==> src/pdr_pkg.sv <==
/*
 * Package for the power-down and reset control block: register indices,
 * field positions, reset patterns, cycle counts, the state enumeration and
 * the packed state record of the control module.
 * Assumes a single 40 MHz system clock and an 8-bit register port.
 */
`default_nettype none

package pdr_pkg;

	// ------------------------------------------------------------------
	// Bus widths and register indices
	// ------------------------------------------------------------------
	localparam int ADDR_W = 8;
	localparam int DATA_W = 8;
	localparam logic [ADDR_W-1:0] REG_POWER_CONTROL = 8'h00;
	localparam logic [ADDR_W-1:0] REG_EXT_INT_FLAGS = 8'h01;
	localparam logic [ADDR_W-1:0] REG_WD_RESET_CAUSE = 8'h02;
	localparam logic [ADDR_W-1:0] REG_WD_INTERVAL = 8'h03;
	localparam logic [ADDR_W-1:0] REG_STATUS = 8'h04;

	// ------------------------------------------------------------------
	// Field positions
	// ------------------------------------------------------------------
	localparam int PC_IDLE_BIT = 0;
	localparam int PC_PD_BIT = 1;
	localparam int EX_RC_WAKE_BIT = 1;
	localparam int EX_ON_RC_BIT = 2;
	localparam int WD_CLEAR_BIT = 0;
	localparam int WD_RST_EN_BIT = 1;
	localparam int WD_RST_FLAG_BIT = 2;
	localparam int WD_INT_FLAG_BIT = 3;
	localparam int WD_PFAIL_BIT = 4;
	localparam int WD_POR_BIT = 6;

	// ------------------------------------------------------------------
	// Reset patterns
	// ------------------------------------------------------------------
	localparam logic [7:0] WDC_POR_VALUE = 8'h40;
	localparam logic [7:0] WDC_KEEP_EXT = 8'h56;
	localparam logic [7:0] WDC_KEEP_WD = 8'h52;
	localparam logic [15:0] PC_RESET_VALUE = 16'h0000;
	localparam logic [7:0] SP_RESET_VALUE = 8'h07;
	localparam logic [7:0] PORT_RESET_VALUE = 8'hFF;
	localparam logic [7:0] TA_RESET_VALUE = 8'hFF;
	localparam logic [7:0] CLOCK_CONTROL_REG_RESET_VALUE = 8'h01;

	// ------------------------------------------------------------------
	// Cycle counts
	// ------------------------------------------------------------------
	localparam int CLK_PER_MC = 4;
	localparam logic [1:0] PHASE_FOURTH = 2'h3;
	localparam int RESET_HOLD_MC = 2;
	localparam logic [3:0] RESET_HOLD_CLK = 4'(RESET_HOLD_MC * CLK_PER_MC - 1);
	localparam logic [9:0] WD_RESET_DELAY_CLK = 10'h1FF;

	// ------------------------------------------------------------------
	// States and state record
	// ------------------------------------------------------------------
	typedef enum logic [4:0] {
		ST_RUN   = 5'b00001,
		ST_PDOWN = 5'b00010,
		ST_WAKE  = 5'b00100,
		ST_RESET = 5'b01000,
		ST_PWRUP = 5'b10000
	} pdr_state_t;

	typedef struct packed {
		pdr_state_t  state;
		logic [1:0]  phase;
		logic        rst_s1;
		logic        rst_s2;
		logic        pf_s1;
		logic        pf_s2;
		logic [1:0]  int_s1;
		logic [1:0]  int_s2;
		logic        stb_s1;
		logic        stb_s2;
		logic [3:0]  hold_cnt;
		logic [23:0] por_cnt;
		logic [31:0] wd_cnt;
		logic        wd_pend;
		logic [9:0]  wd_pend_cnt;
		logic [1:0]  wd_sel;
		logic        idle;
		logic        rc_wake;
		logic        on_rc;
		logic [7:0]  wdc;
		logic [7:0]  rdata;
		logic        wake_pulse;
		logic [1:0]  wake_src;
	} pdr_regs_t;

	localparam pdr_regs_t PDR_RESET_REGS = '{
		state: ST_PWRUP, phase: 2'h0, rst_s1: 1'b0, rst_s2: 1'b0,
		pf_s1: 1'b0, pf_s2: 1'b0, int_s1: 2'h3, int_s2: 2'h3,
		stb_s1: 1'b0, stb_s2: 1'b0, hold_cnt: 4'h0, por_cnt: 24'h000000,
		wd_cnt: 32'h00000000, wd_pend: 1'b0, wd_pend_cnt: 10'h000,
		wd_sel: 2'h0, idle: 1'b0, rc_wake: 1'b0, on_rc: 1'b0,
		wdc: WDC_POR_VALUE, rdata: 8'h00, wake_pulse: 1'b0, wake_src: 2'h0
	};

endpackage

`default_nettype wire

==> src/pdr_powerdown_reset_control.sv <==
/*
 * Power-down entry and exit, external-pin, watchdog and power-fail reset
 * sequencing, reset-cause flags and register reset values for an 8-bit core.
 * Assumes the core and interrupt controller run on ref_clk_i, that pins and
 * the oscillator-stable flag are asynchronous, and that the register port is
 * a plain strobe port with read data one cycle after the read strobe.
 */
// Local design decisions: the address map and the strobed register port.
// Function
// - Writing power-down bit halts after that instruction
// - Power-down stops clocks, strobes low, ports hold
// - Port zero floats externally; idle strobes high
// - Reset pin high ends power-down, restarts at zero
// - Watchdog cannot wake from power-down
// - Qualified low level interrupt pin wakes device
// - After wake service, continue after halting instruction
// - RC wake select runs RC then crystal
// - Reset pin sampled at fourth state each cycle
// - Pin reset applied synchronously with running clock
// - Reset held while pin high, plus two cycles
// - External reset sets no cause flag
// - Supply recovery repeats power-on delay, sets flag
// - Watchdog free runs, clears, flags at time-out
// - Uncleared enabled watchdog resets 512 clocks later
// - Watchdog reset held exactly two machine cycles
// - Reset forces program counter zero, stack 07h
// - Reset loads special register default patterns
// - Cause register reset pattern depends on source
// - Power-on, power-fail, watchdog flags set correctly
// - Watchdog reset enable cleared only by power-on; power-fail also clears it here
// - Machine cycle is four clocks
// - Any reset forces clock divide by four
`timescale 1ns/1ps
`default_nettype none

module pdr_powerdown_reset_control #(
	parameter int unsigned WD_BASE_CLK   = 131072,
	parameter int unsigned POR_DELAY_CLK = 65536
) (
	input  wire logic                         ref_clk_i,
	input  wire logic                         reset_i,
	input  wire logic [pdr_pkg::ADDR_W-1:0]   reg_addr_i,
	input  wire logic [pdr_pkg::DATA_W-1:0]   reg_wdata_i,
	input  wire logic                         reg_wr_i,
	input  wire logic                         reg_rd_i,
	output logic      [pdr_pkg::DATA_W-1:0]   reg_rdata_o,
	input  wire logic                         rst_pin_i,
	input  wire logic                         power_fail_i,
	input  wire logic [1:0]                   ext_int_n_i,
	input  wire logic [1:0]                   int_level_mode_i,
	input  wire logic [1:0]                   int_enable_i,
	input  wire logic                         global_interrupt_enable_i,
	input  wire logic                         idle_wake_i,
	input  wire logic                         osc_stable_i,
	input  wire logic                         ext_prog_mem_i,
	input  wire logic                         core_addr_latch_i,
	input  wire logic                         core_program_fetch_strobe_i,
	output logic                              core_reset_o,
	output logic                              core_clk_en_o,
	output logic                              osc_enable_o,
	output logic                              rc_select_o,
	output logic                              clk_div4_force_o,
	output logic                              addr_latch_o,
	output logic                              program_fetch_strobe_o,
	output logic                              port_hold_o,
	output logic                              port0_float_o,
	output logic                              port2_addr_o,
	output logic                              wake_irq_o,
	output logic [1:0]                        wake_src_o,
	output logic [15:0]                       pc_load_o,
	output logic [7:0]                        sp_load_o,
	output logic [7:0]                        port_init_o,
	output logic [7:0]                        timed_access_init_o,
	output logic [7:0]                        clock_control_init_o
);
	import pdr_pkg::*;

	// ------------------------------------------------------------------
	// Derived constants
	// ------------------------------------------------------------------
	localparam logic [23:0] POR_DELAY_LOAD = 24'(POR_DELAY_CLK - 1);
	localparam logic [31:0] WD_BASE = 32'(WD_BASE_CLK);

	pdr_regs_t r;
	pdr_regs_t n;

	logic [31:0] wd_limit;
	logic [1:0]  wake_vec;
	logic        wr_pc;
	logic        wr_ex;
	logic        wr_wd;
	logic        wr_sel;
	logic        wd_clear;
	logic        wd_timeout;
	logic        wd_fire;
	logic        pin_seen;

	// ------------------------------------------------------------------
	// Watchdog interval and wake qualification
	// ------------------------------------------------------------------
	always_comb begin
		case (r.wd_sel)
			2'h0: wd_limit = WD_BASE - 32'h00000001;
			2'h1: wd_limit = (WD_BASE << 3) - 32'h00000001;
			2'h2: wd_limit = (WD_BASE << 6) - 32'h00000001;
			default: wd_limit = (WD_BASE << 9) - 32'h00000001;
		endcase
	end

	// Only level-detect pins may wake; an edge needs the stopped clock to be seen.
	assign wake_vec = ~r.int_s2 & int_level_mode_i & int_enable_i
		& {2{global_interrupt_enable_i}};

	assign wr_pc = reg_wr_i && (reg_addr_i == REG_POWER_CONTROL);
	assign wr_ex = reg_wr_i && (reg_addr_i == REG_EXT_INT_FLAGS);
	assign wr_wd = reg_wr_i && (reg_addr_i == REG_WD_RESET_CAUSE);
	assign wr_sel = reg_wr_i && (reg_addr_i == REG_WD_INTERVAL);
	assign wd_clear = wr_wd && reg_wdata_i[WD_CLEAR_BIT];
	// The watchdog only counts while the core clock runs, so it never wakes power-down.
	assign wd_timeout = (r.state == ST_RUN) && (r.wd_cnt == wd_limit);
	assign wd_fire = (r.state == ST_RUN) && r.wd_pend && !wd_clear
		&& (r.wd_pend_cnt == WD_RESET_DELAY_CLK) && r.wdc[WD_RST_EN_BIT];
	assign pin_seen = (r.phase == PHASE_FOURTH) && r.rst_s2;

	// ------------------------------------------------------------------
	// Next-state logic
	// ------------------------------------------------------------------
	always_comb begin
		n = r;
		n.wake_pulse = 1'b0;
		n.rdata = 8'h00;

		n.rst_s1 = rst_pin_i;
		n.rst_s2 = r.rst_s1;
		n.pf_s1 = power_fail_i;
		n.pf_s2 = r.pf_s1;
		n.int_s1 = ext_int_n_i;
		n.int_s2 = r.int_s1;
		n.stb_s1 = osc_stable_i;
		n.stb_s2 = r.stb_s1;

		// Machine-cycle phase is held at zero while the clock is stopped in power-down.
		if (r.state == ST_PDOWN) begin
			n.phase = 2'h0;
		end else begin
			n.phase = 2'(r.phase + 2'h1);
		end

		// Software writes first, so hardware sets below win over clears.
		if (wr_ex) begin
			n.rc_wake = reg_wdata_i[EX_RC_WAKE_BIT];
		end
		if (wr_sel) begin
			n.wd_sel = reg_wdata_i[1:0];
		end
		if (wr_wd) begin
			n.wdc[WD_RST_EN_BIT] = reg_wdata_i[WD_RST_EN_BIT];
			n.wdc[WD_RST_FLAG_BIT] = reg_wdata_i[WD_RST_FLAG_BIT];
			n.wdc[WD_INT_FLAG_BIT] = reg_wdata_i[WD_INT_FLAG_BIT];
			n.wdc[WD_PFAIL_BIT] = reg_wdata_i[WD_PFAIL_BIT];
			n.wdc[WD_POR_BIT] = reg_wdata_i[WD_POR_BIT];
		end
		if (wr_pc) begin
			n.idle = reg_wdata_i[PC_IDLE_BIT];
		end

		// Watchdog counter and pending reset.
		if (wd_clear) begin
			n.wd_cnt = 32'h00000000;
			n.wd_pend = 1'b0;
			n.wd_pend_cnt = 10'h000;
		end else if (r.state == ST_RUN) begin
			n.wd_cnt = wd_timeout ? 32'h00000000 : r.wd_cnt + 32'h00000001;
			if (wd_timeout) begin
				n.wdc[WD_INT_FLAG_BIT] = 1'b1;
				if (!r.wd_pend) begin
					n.wd_pend = 1'b1;
					n.wd_pend_cnt = 10'h000;
				end
			end
			if (r.wd_pend && (r.wd_pend_cnt != WD_RESET_DELAY_CLK)) begin
				n.wd_pend_cnt = 10'(r.wd_pend_cnt + 10'h001);
			end
		end

		if (idle_wake_i) begin
			n.idle = 1'b0;
		end

		case (r.state)
			ST_RUN: begin
				if (r.on_rc && r.stb_s2) begin
					n.on_rc = 1'b0;
				end
				if (pin_seen) begin
					n.state = ST_RESET;
					n.hold_cnt = RESET_HOLD_CLK;
					n.wdc = r.wdc & WDC_KEEP_EXT;
					n.idle = 1'b0;
				end else if (wd_fire) begin
					n.state = ST_RESET;
					n.hold_cnt = RESET_HOLD_CLK;
					n.wdc = (r.wdc & WDC_KEEP_WD) | (8'h01 << WD_RST_FLAG_BIT);
					n.idle = 1'b0;
				end else if (wr_pc && reg_wdata_i[PC_PD_BIT]) begin
					n.state = ST_PDOWN;
					n.idle = 1'b0;
				end
			end
			ST_PDOWN: begin
				if (r.rst_s2) begin
					n.state = ST_RESET;
					n.hold_cnt = RESET_HOLD_CLK;
					n.wdc = r.wdc & WDC_KEEP_EXT;
				end else if (|wake_vec) begin
					n.state = ST_WAKE;
					n.on_rc = r.rc_wake;
					n.wake_src = wake_vec[0] ? 2'h0 : 2'h1;
				end
			end
			ST_WAKE: begin
				if (r.rst_s2) begin
					n.state = ST_RESET;
					n.hold_cnt = RESET_HOLD_CLK;
					n.wdc = r.wdc & WDC_KEEP_EXT;
					n.on_rc = 1'b0;
				end else if (r.on_rc || r.stb_s2) begin
					// The core resumes without reset and so continues after the halt.
					n.state = ST_RUN;
					n.wake_pulse = 1'b1;
				end
			end
			ST_RESET: begin
				if (r.rst_s2) begin
					n.hold_cnt = RESET_HOLD_CLK;
				end else if (r.hold_cnt == 4'h0) begin
					n.state = ST_RUN;
				end else begin
					n.hold_cnt = 4'(r.hold_cnt - 4'h1);
				end
				n.wd_cnt = 32'h00000000;
				n.wd_pend = 1'b0;
				n.wd_pend_cnt = 10'h000;
				n.on_rc = 1'b0;
			end
			ST_PWRUP: begin
				if (r.pf_s2) begin
					n.por_cnt = POR_DELAY_LOAD;
				end else if (r.por_cnt == 24'h000000) begin
					n.state = ST_RESET;
					n.hold_cnt = RESET_HOLD_CLK;
					n.wdc[WD_POR_BIT] = 1'b1;
				end else begin
					n.por_cnt = 24'(r.por_cnt - 24'h000001);
				end
				n.wd_cnt = 32'h00000000;
				n.wd_pend = 1'b0;
				n.idle = 1'b0;
				n.on_rc = 1'b0;
			end
			default: begin
				n.state = ST_PWRUP;
			end
		endcase

		// A supply failure overrides every state and restarts the power-up delay.
		if (r.pf_s2 && (r.state != ST_PWRUP)) begin
			n.state = ST_PWRUP;
			n.por_cnt = POR_DELAY_LOAD;
			n.wdc = r.wdc & ~(8'h01 << WD_RST_EN_BIT);
			n.wdc[WD_PFAIL_BIT] = 1'b1;
		end

		// Register read data, registered for the following cycle.
		if (reg_rd_i) begin
			if (reg_addr_i == REG_POWER_CONTROL) begin
				n.rdata[PC_IDLE_BIT] = r.idle;
				n.rdata[PC_PD_BIT] = (r.state == ST_PDOWN);
			end else if (reg_addr_i == REG_EXT_INT_FLAGS) begin
				n.rdata[EX_RC_WAKE_BIT] = r.rc_wake;
				n.rdata[EX_ON_RC_BIT] = r.on_rc;
			end else if (reg_addr_i == REG_WD_RESET_CAUSE) begin
				n.rdata = r.wdc & ~(8'h01 << WD_CLEAR_BIT);
			end else if (reg_addr_i == REG_WD_INTERVAL) begin
				n.rdata = {6'h00, r.wd_sel};
			end else if (reg_addr_i == REG_STATUS) begin
				n.rdata = {1'b0, r.wd_pend, 1'b0, r.state};
			end else begin
				n.rdata = 8'h00;
			end
		end
	end

	// ------------------------------------------------------------------
	// State register
	// ------------------------------------------------------------------
	// Power-on reset: cause register takes the power-on pattern.
	always_ff @(posedge ref_clk_i) begin
		if (reset_i) begin
			r <= PDR_RESET_REGS;
		end else begin
			r <= n;
		end
	end

	// ------------------------------------------------------------------
	// Outputs
	// ------------------------------------------------------------------
	assign reg_rdata_o = r.rdata;
	assign core_reset_o = (r.state == ST_RESET) || (r.state == ST_PWRUP);
	assign core_clk_en_o = (r.state == ST_RUN) || (r.state == ST_RESET)
		|| (r.state == ST_PWRUP);
	assign osc_enable_o = (r.state != ST_PDOWN);
	assign rc_select_o = r.on_rc;
	assign clk_div4_force_o = core_reset_o;

	// Strobes: forced low in power-down, high in idle, else from the core.
	always_comb begin
		if (r.state == ST_PDOWN) begin
			addr_latch_o = 1'b0;
			program_fetch_strobe_o = 1'b0;
		end else if (r.idle) begin
			addr_latch_o = 1'b1;
			program_fetch_strobe_o = 1'b1;
		end else begin
			addr_latch_o = core_addr_latch_i;
			program_fetch_strobe_o = core_program_fetch_strobe_i;
		end
	end

	assign port_hold_o = (r.state == ST_PDOWN) || r.idle;
	assign port0_float_o = port_hold_o && ext_prog_mem_i;
	assign port2_addr_o = r.idle && (r.state != ST_PDOWN) && ext_prog_mem_i;
	assign wake_irq_o = r.wake_pulse;
	assign wake_src_o = r.wake_src;

	// Reset loads; the core applies them while core_reset_o is high.
	assign pc_load_o = PC_RESET_VALUE;
	assign sp_load_o = SP_RESET_VALUE;
	assign port_init_o = PORT_RESET_VALUE;
	assign timed_access_init_o = TA_RESET_VALUE;
	assign clock_control_init_o = CLOCK_CONTROL_REG_RESET_VALUE;

endmodule // pdr_powerdown_reset_control

`default_nettype wire

==> config.mk <==
export PLATFORM = sky130hd
export DESIGN_NAME = pdr_powerdown_reset_control
export DESIGN_NICKNAME = d
export VERILOG_FILES = /design/src/pdr_pkg.sv /design/src/pdr_powerdown_reset_control.sv
export SDC_FILE = /design/constraint.sdc
export NUM_CORES = 1
export LEC_CHECK = 0
export ABC_AREA = 1
export BUFFER_PORTS_ARGS = -buffer_cell sky130_fd_sc_hd__buf_2
export CORE_ASPECT_RATIO = 1.75
export CORE_MARGIN = 2
export CORE_UTILIZATION = 50
export DETAILED_ROUTE_END_ITERATION = 8
export PLACE_DENSITY_LB_ADDON = 0.3
export SYNTH_ARGS = -nofsm -noshare
export SYNTH_HDL_FRONTEND = slang
export SYNTH_SLANG_ARGS = --single-unit
==> constraint.sdc <==
create_clock -name ref_clk_i -period 2.1 [get_ports ref_clk_i]
set_input_delay 0.315 -clock ref_clk_i [delete_from_list [all_inputs] [get_ports ref_clk_i]]
set_output_delay 0.315 -clock ref_clk_i [all_outputs]
set_load 0.01 [all_outputs]
* Word-level counts from Yosys, hierarchy flattened
Cells that the tools add are included.
** Storage, ports and cells
- Register bits :: 112
- Logic and storage cells :: 209
** Operators by class
- Add/subtract/negate cells :: 5
- Equal/unequal tests :: 42
- Multiplexer cells :: 66
- Bitwise gates (word level) :: 8
- Reduce and logical (&&, ||, !) cells :: 57
** Operators by type and width (number)
- 26-bit case mux with 3 select lines :: 1
- 5-bit two-way mux :: 12
- 24-bit two-way mux :: 2
- 8-bit two-way mux :: 5
- 32-bit by 1-bit adder with 32-bit output (second input constant) :: 1
- 32-bit equality test :: 1
- 16-bit two-way mux :: 2
- 32-bit two-way mux :: 1
- 4-bit two-way mux :: 8
- 10-bit two-way mux :: 3
- 2-bit inequality test (second input constant) :: 13
- 5-bit case mux with 5 select lines :: 1
- 24-bit zero test :: 1
- 3-bit inequality test (second input constant) :: 8
- 24-bit by 1-bit subtractor with 24-bit output (second input constant) :: 1
- 1-bit two-way mux :: 21
- 1-bit logical AND :: 18
- 6-bit case mux with 3 select lines :: 1
- 8-bit by 2-bit equality test with 1-bit output (second input constant) :: 2
- 4-bit case mux with 4 select lines :: 1
- 5-bit AND reduction :: 3
- 4-bit AND reduction :: 3
- 2-bit OR reduction :: 6
- 10-bit by 1-bit adder with 10-bit output (second input constant) :: 1
- 41 further kinds :: 62

* Depth between registers and ports, before layout
- Depth after elaboration :: 11
- Depth in mapped cells :: 13
- Gate-level depth less buffers :: 12

* Worst setup path after synthesis
No wires, ideal clock.
- Kind :: reg2reg
- Start :: register r[67] in the netlist's numbering
- End :: register r[78] in the netlist's numbering
- Buffers on the path :: 1
- Cell stages (with the launch flop) :: 13
- Arrival time :: 1.511 ns
- Period minus slack after synthesis :: 1.620 ns
- Path slack :: 0.480 ns
- Setup time :: 0.110 ns
- Cell sequence :: dfxtp_1 -> inv_1 -> ha_1 -> nand3_1 -> nor2_1 -> nand3_1 -> nand2_2 -> inv_2 -> buf_4 -> nand3b_1 -> nand3_1 -> nand2_1 -> inv_1
** Between the ends
- Cells in the longest elaborated chain, start to end :: 5
- Elaborated cells on any way between the ends :: 8
** Ends and longest elaborated chain
- start: declaration :: RTL line pdr_powerdown_reset_control.sv:84 : pdr_regs_t r;
- start signal: assignment :: RTL line pdr_powerdown_reset_control.sv:302 : r <= n;
- 24-bit by 1-bit subtractor with 24-bit output :: RTL line pdr_powerdown_reset_control.sv:254 : n.por_cnt = 24'(r.por_cnt - 24'h000001);
- 24-bit two-way mux :: RTL line pdr_powerdown_reset_control.sv:249 : end else if (r.por_cnt == 24'h000000) begin
- 24-bit two-way mux :: RTL line pdr_powerdown_reset_control.sv:247 : if (r.pf_s2) begin
- 16-bit two-way mux :: RTL line pdr_powerdown_reset_control.sv:190 : case (r.state)
- 16-bit two-way mux :: RTL line pdr_powerdown_reset_control.sv:267 : if (r.pf_s2 && (r.state != ST_PWRUP)) begin
Several ways; a longest one is shown, not always the timed one. The select of a mux whose other input is x is not followed.
A chain may end at the register's enable or synchronous reset.

* Final worst setup path
- Start :: register r[108] in the netlist's numbering
- End :: output port core_clk_en_o
** Between the ends
- Cells in the longest elaborated chain, start to end :: 3
- Elaborated cells on any way between the ends :: 5
** Ends and longest elaborated chain
- 5-bit by 1-bit equality test with 1-bit output / 5-bit by 4-bit equality test with 1-bit output (equally long branches) :: RTL line pdr_powerdown_reset_control.sv:311 : assign core_clk_en_o = (r.state == ST_RUN) || (r.state == ST_RESET)
- 1-bit logical OR :: RTL line pdr_powerdown_reset_control.sv:311
- 1-bit logical OR (*) :: RTL line pdr_powerdown_reset_control.sv:312 : || (r.state == ST_PWRUP);
- end: declaration :: RTL line pdr_powerdown_reset_control.sv:59 : output logic core_clk_en_o,
Mark *: on every way between the ends. The rest lies on a longest branch, timed or not.

==> impl_metrics.toml <==
[run_status]
outcome = "completed"

[timing]
slew_violations = 0
hold_viol = 0
fin_crit_ps = 2000
rsz0062_at_grt = "false"
fin_crit_sh_pct = 95.1
fmax_mhz = 501
setup_violations = 0
tightest_slew_ps = 632
timing.slew.headroom_pct = 57.5
finalSetupTns_ps = 0
finClkSkew_ps = 6.29

[grt]
track_usage_pct = 23.4
antenna_found_initial = 0
gr-usage-met2_pct = 47.0
met3_usage_pct = 3.72
grt_pass1_vias = 6064
busiest_layer = "met2"
grt_pass1_wl_microns = 26700
grt_util_met1_pct = 21.6
grt_overflow = 0
grt_max_degree = 27

[clocking]
cts_max_path_buffers = 2
cts_sinks = 106
cts_tree = "built"
clkTransAtPathRegs_ps = 70
post_cts_buffers = 0
htree_num_levels = 3
clock_latency_ps = 350
cts_buffers = 9
hold_buffers = 0
cts_root_buffer = "clkbuf_16"

[worst_setup_path]
startpoint = "r[108]"
timing.rr.start = "r[107]"
cp_max_fo = 5
critPathRequiredTime_ps = 1780
cp_slowest_cell = "dfxtp_1"
startpoint_type = "flip-flop"
critical_path_class = "flip-flop to output port"
arrival_ps = 1680
critPathMaxStageDelay_ps = 370
endpoint_kind = "output port"
crit_chain = "nor2_2 -> nand3_2 -> inv_2 -> nor2_1 -> nand2_1 -> buf_2"

[yosys]
synth_area_per_cell_sq_um = 6.38
yosysWarnings = 0
ys_ff_latch = 106
netlist_area_sq_um = 6610
synth-main-ff-cell = "dfxtp_1"
ys_top_cells_by_area = "dfxtp_1 (32%), nand2_1 (14%), nor2_1 (9.6%)"
synth_async_sr_flop_share_pct = 0
synth_edf_count = 0
synthDistinctLibCells = 40
yosysTopAreaCell = "dfxtp_1"
synth_cells = 1036
synth_top_area_share_pct = 32.1
ys_seq_area_share_pct = 32.1

[place]
hpwlAfterDp_microns = 12800
numPortBuffers = 49
gp_congestion = 0.979

[route]
num_vias = 6402
wirelength_microns = 16300
drc = 0
drtPass1Iterations = 4
viasPerCell = 5.08
antenna_left = 0
drtIter0Drc = 231
wl_per_cell_microns = 13.0

[final_layout]
syn_to_final_growth_pct = 8.95
fillers = 1372
diodes = 0
most-common-layout-cells = "nand2_1 (241), nor2_1 (166), inv_1 (119), dfxtp_1 (106), nand3_1 (83)"
final_common_cell = "nand2_1"
layout-drive-gt1-share_pct = 13.1
final_util_pct = 55.7
finalNetCount = 1124

[pwr]
power_density_nw_per_um2 = 1150
vdd_drop_max_v = 0.00109
p_leak_nw = 3.27

[floorplan]
die-area_sq_um = 14200
coreArea_sq_um = 12900
die-height_microns = 156
rows = 55
fp.dieW_microns = 90.9
initial_core_util_pct = 51.1
io_pins = 103

[worst_hold_path]
hold_class = "primary input to flip-flop"
hp-start = "ext_int_n_i[0]"

[flow_run]
timing.max_cap.violations = 0
==> repair_timing <==
item                       4_1_cts  5_1_grt
pin swaps                        0        1
resized for setup                1        5
setup endpoints to repair        3       18
==> sequential cells by signal (all words and copies together), names as in the netlist <==
name and cells:
rc_select_o 1, r 92, n 5, wake_src_o 1, wake_irq_o 1, reg_rdata_o 6
==> per-stage QoR <==
stage | total power [W] | cell area (sq um) | worst slack, ps | instances | hold WS, ps
2_1_floorplan | 0.00552 | 6800 | 480 | 1085 | 388
3_3_place_gp | 0.00635 | 6850 | 228 | 1245 | 391
3_5_place_dp | 0.00640 | 6850 | 159 | 1245 | 400
4_1_cts | 0.00831 | 7180 | 40.6 | 1259 | 144
5_1_grt | 0.00901 | 7200 | 8.37 | 1259 | 149
6_report | 0.00829 | 7200 | 103 | 1259 | 148
==> logic make-up (layout without fill, tap and decap cells) <==
group                      count (synthesis)  count (layout)  share of synthesized area (%)
AOI/OAI and AO/OA                         83              83                           6.70
xor gates and xnor gates                  22              22                           2.91
adders and majority gates                  5               5                          0.946
buffers and inverters                    208             211                           15.5
DFF                                      106             106                           32.1
muxes                                      1               1                          0.151
other                                      2              51                          0.114
and+or+nand+nor                          609             609                           41.6
==> worst max-delay path, delay by kind of cell, from the launching register on <==
family                 cells  cell delay (ps)
buffers and inverters      2              330
DFF                        1              370
and+or+nand+nor            4              640
==> cells in the mapped netlist, drive strengths merged (2+ instances only) <==
cell	number
and3	3
nor3b	3
o211ai	4
nand3	91
xnor2	9
o21bai	2
o21ai	28
nand3b	5
nor3	33
a21oi	45
nor4	3
inv	133
nor2	187
nand2	252
or2	6
ha	5
clkbuf	5
conb	2
nand4	26
buf	70
xor2	13
dfxtp	106
==> layout make-up <==
class / instances / area (sq um) / area share, %
multi-input cells: 771 / 3670 / 50.9
well taps: 171 / 214 / 2.97
clock buffers: 9 / 225 / 3.13
flip-flops and latches: 106 / 2120 / 29.5
repair buffers: 64 / 370 / 5.14
clock inverters: 5 / 105 / 1.46
inverters: 133 / 499 / 6.93
==> power breakdown <==
part | internal, W | switching [W] | leakage, nW
Clock | 0.00115 | 0.000751 | 0.154
Sequential | 0.00230 | 0.000268 | 0.862
Combinational | 0.00116 | 0.00265 | 2.26
Total | 0.00461 | 0.00367 | 3.27
==> final timing paths <==
kind                                      end  slack [ps]  cells after the start
worst min-delay path                    n[97]         150                      2
worst max register to register          r[59]         210                      9
worst min register to register          r[95]         410                      2
worst max-delay path            core_clk_en_o         100                      6
==> layer usage <==
layer | part of all wire, % | vias to the layer above | wire (microns)
met1 | 35 | 2944 | 5790
met4 | 4.8 | 0 | 777
li1 | - | 3270 | -
met2 | 57 | 136 | 9280
met3 | 2.9 | 52 | 469
met5 | 0 | - | 0
Power figures use the tool's default switching activity.
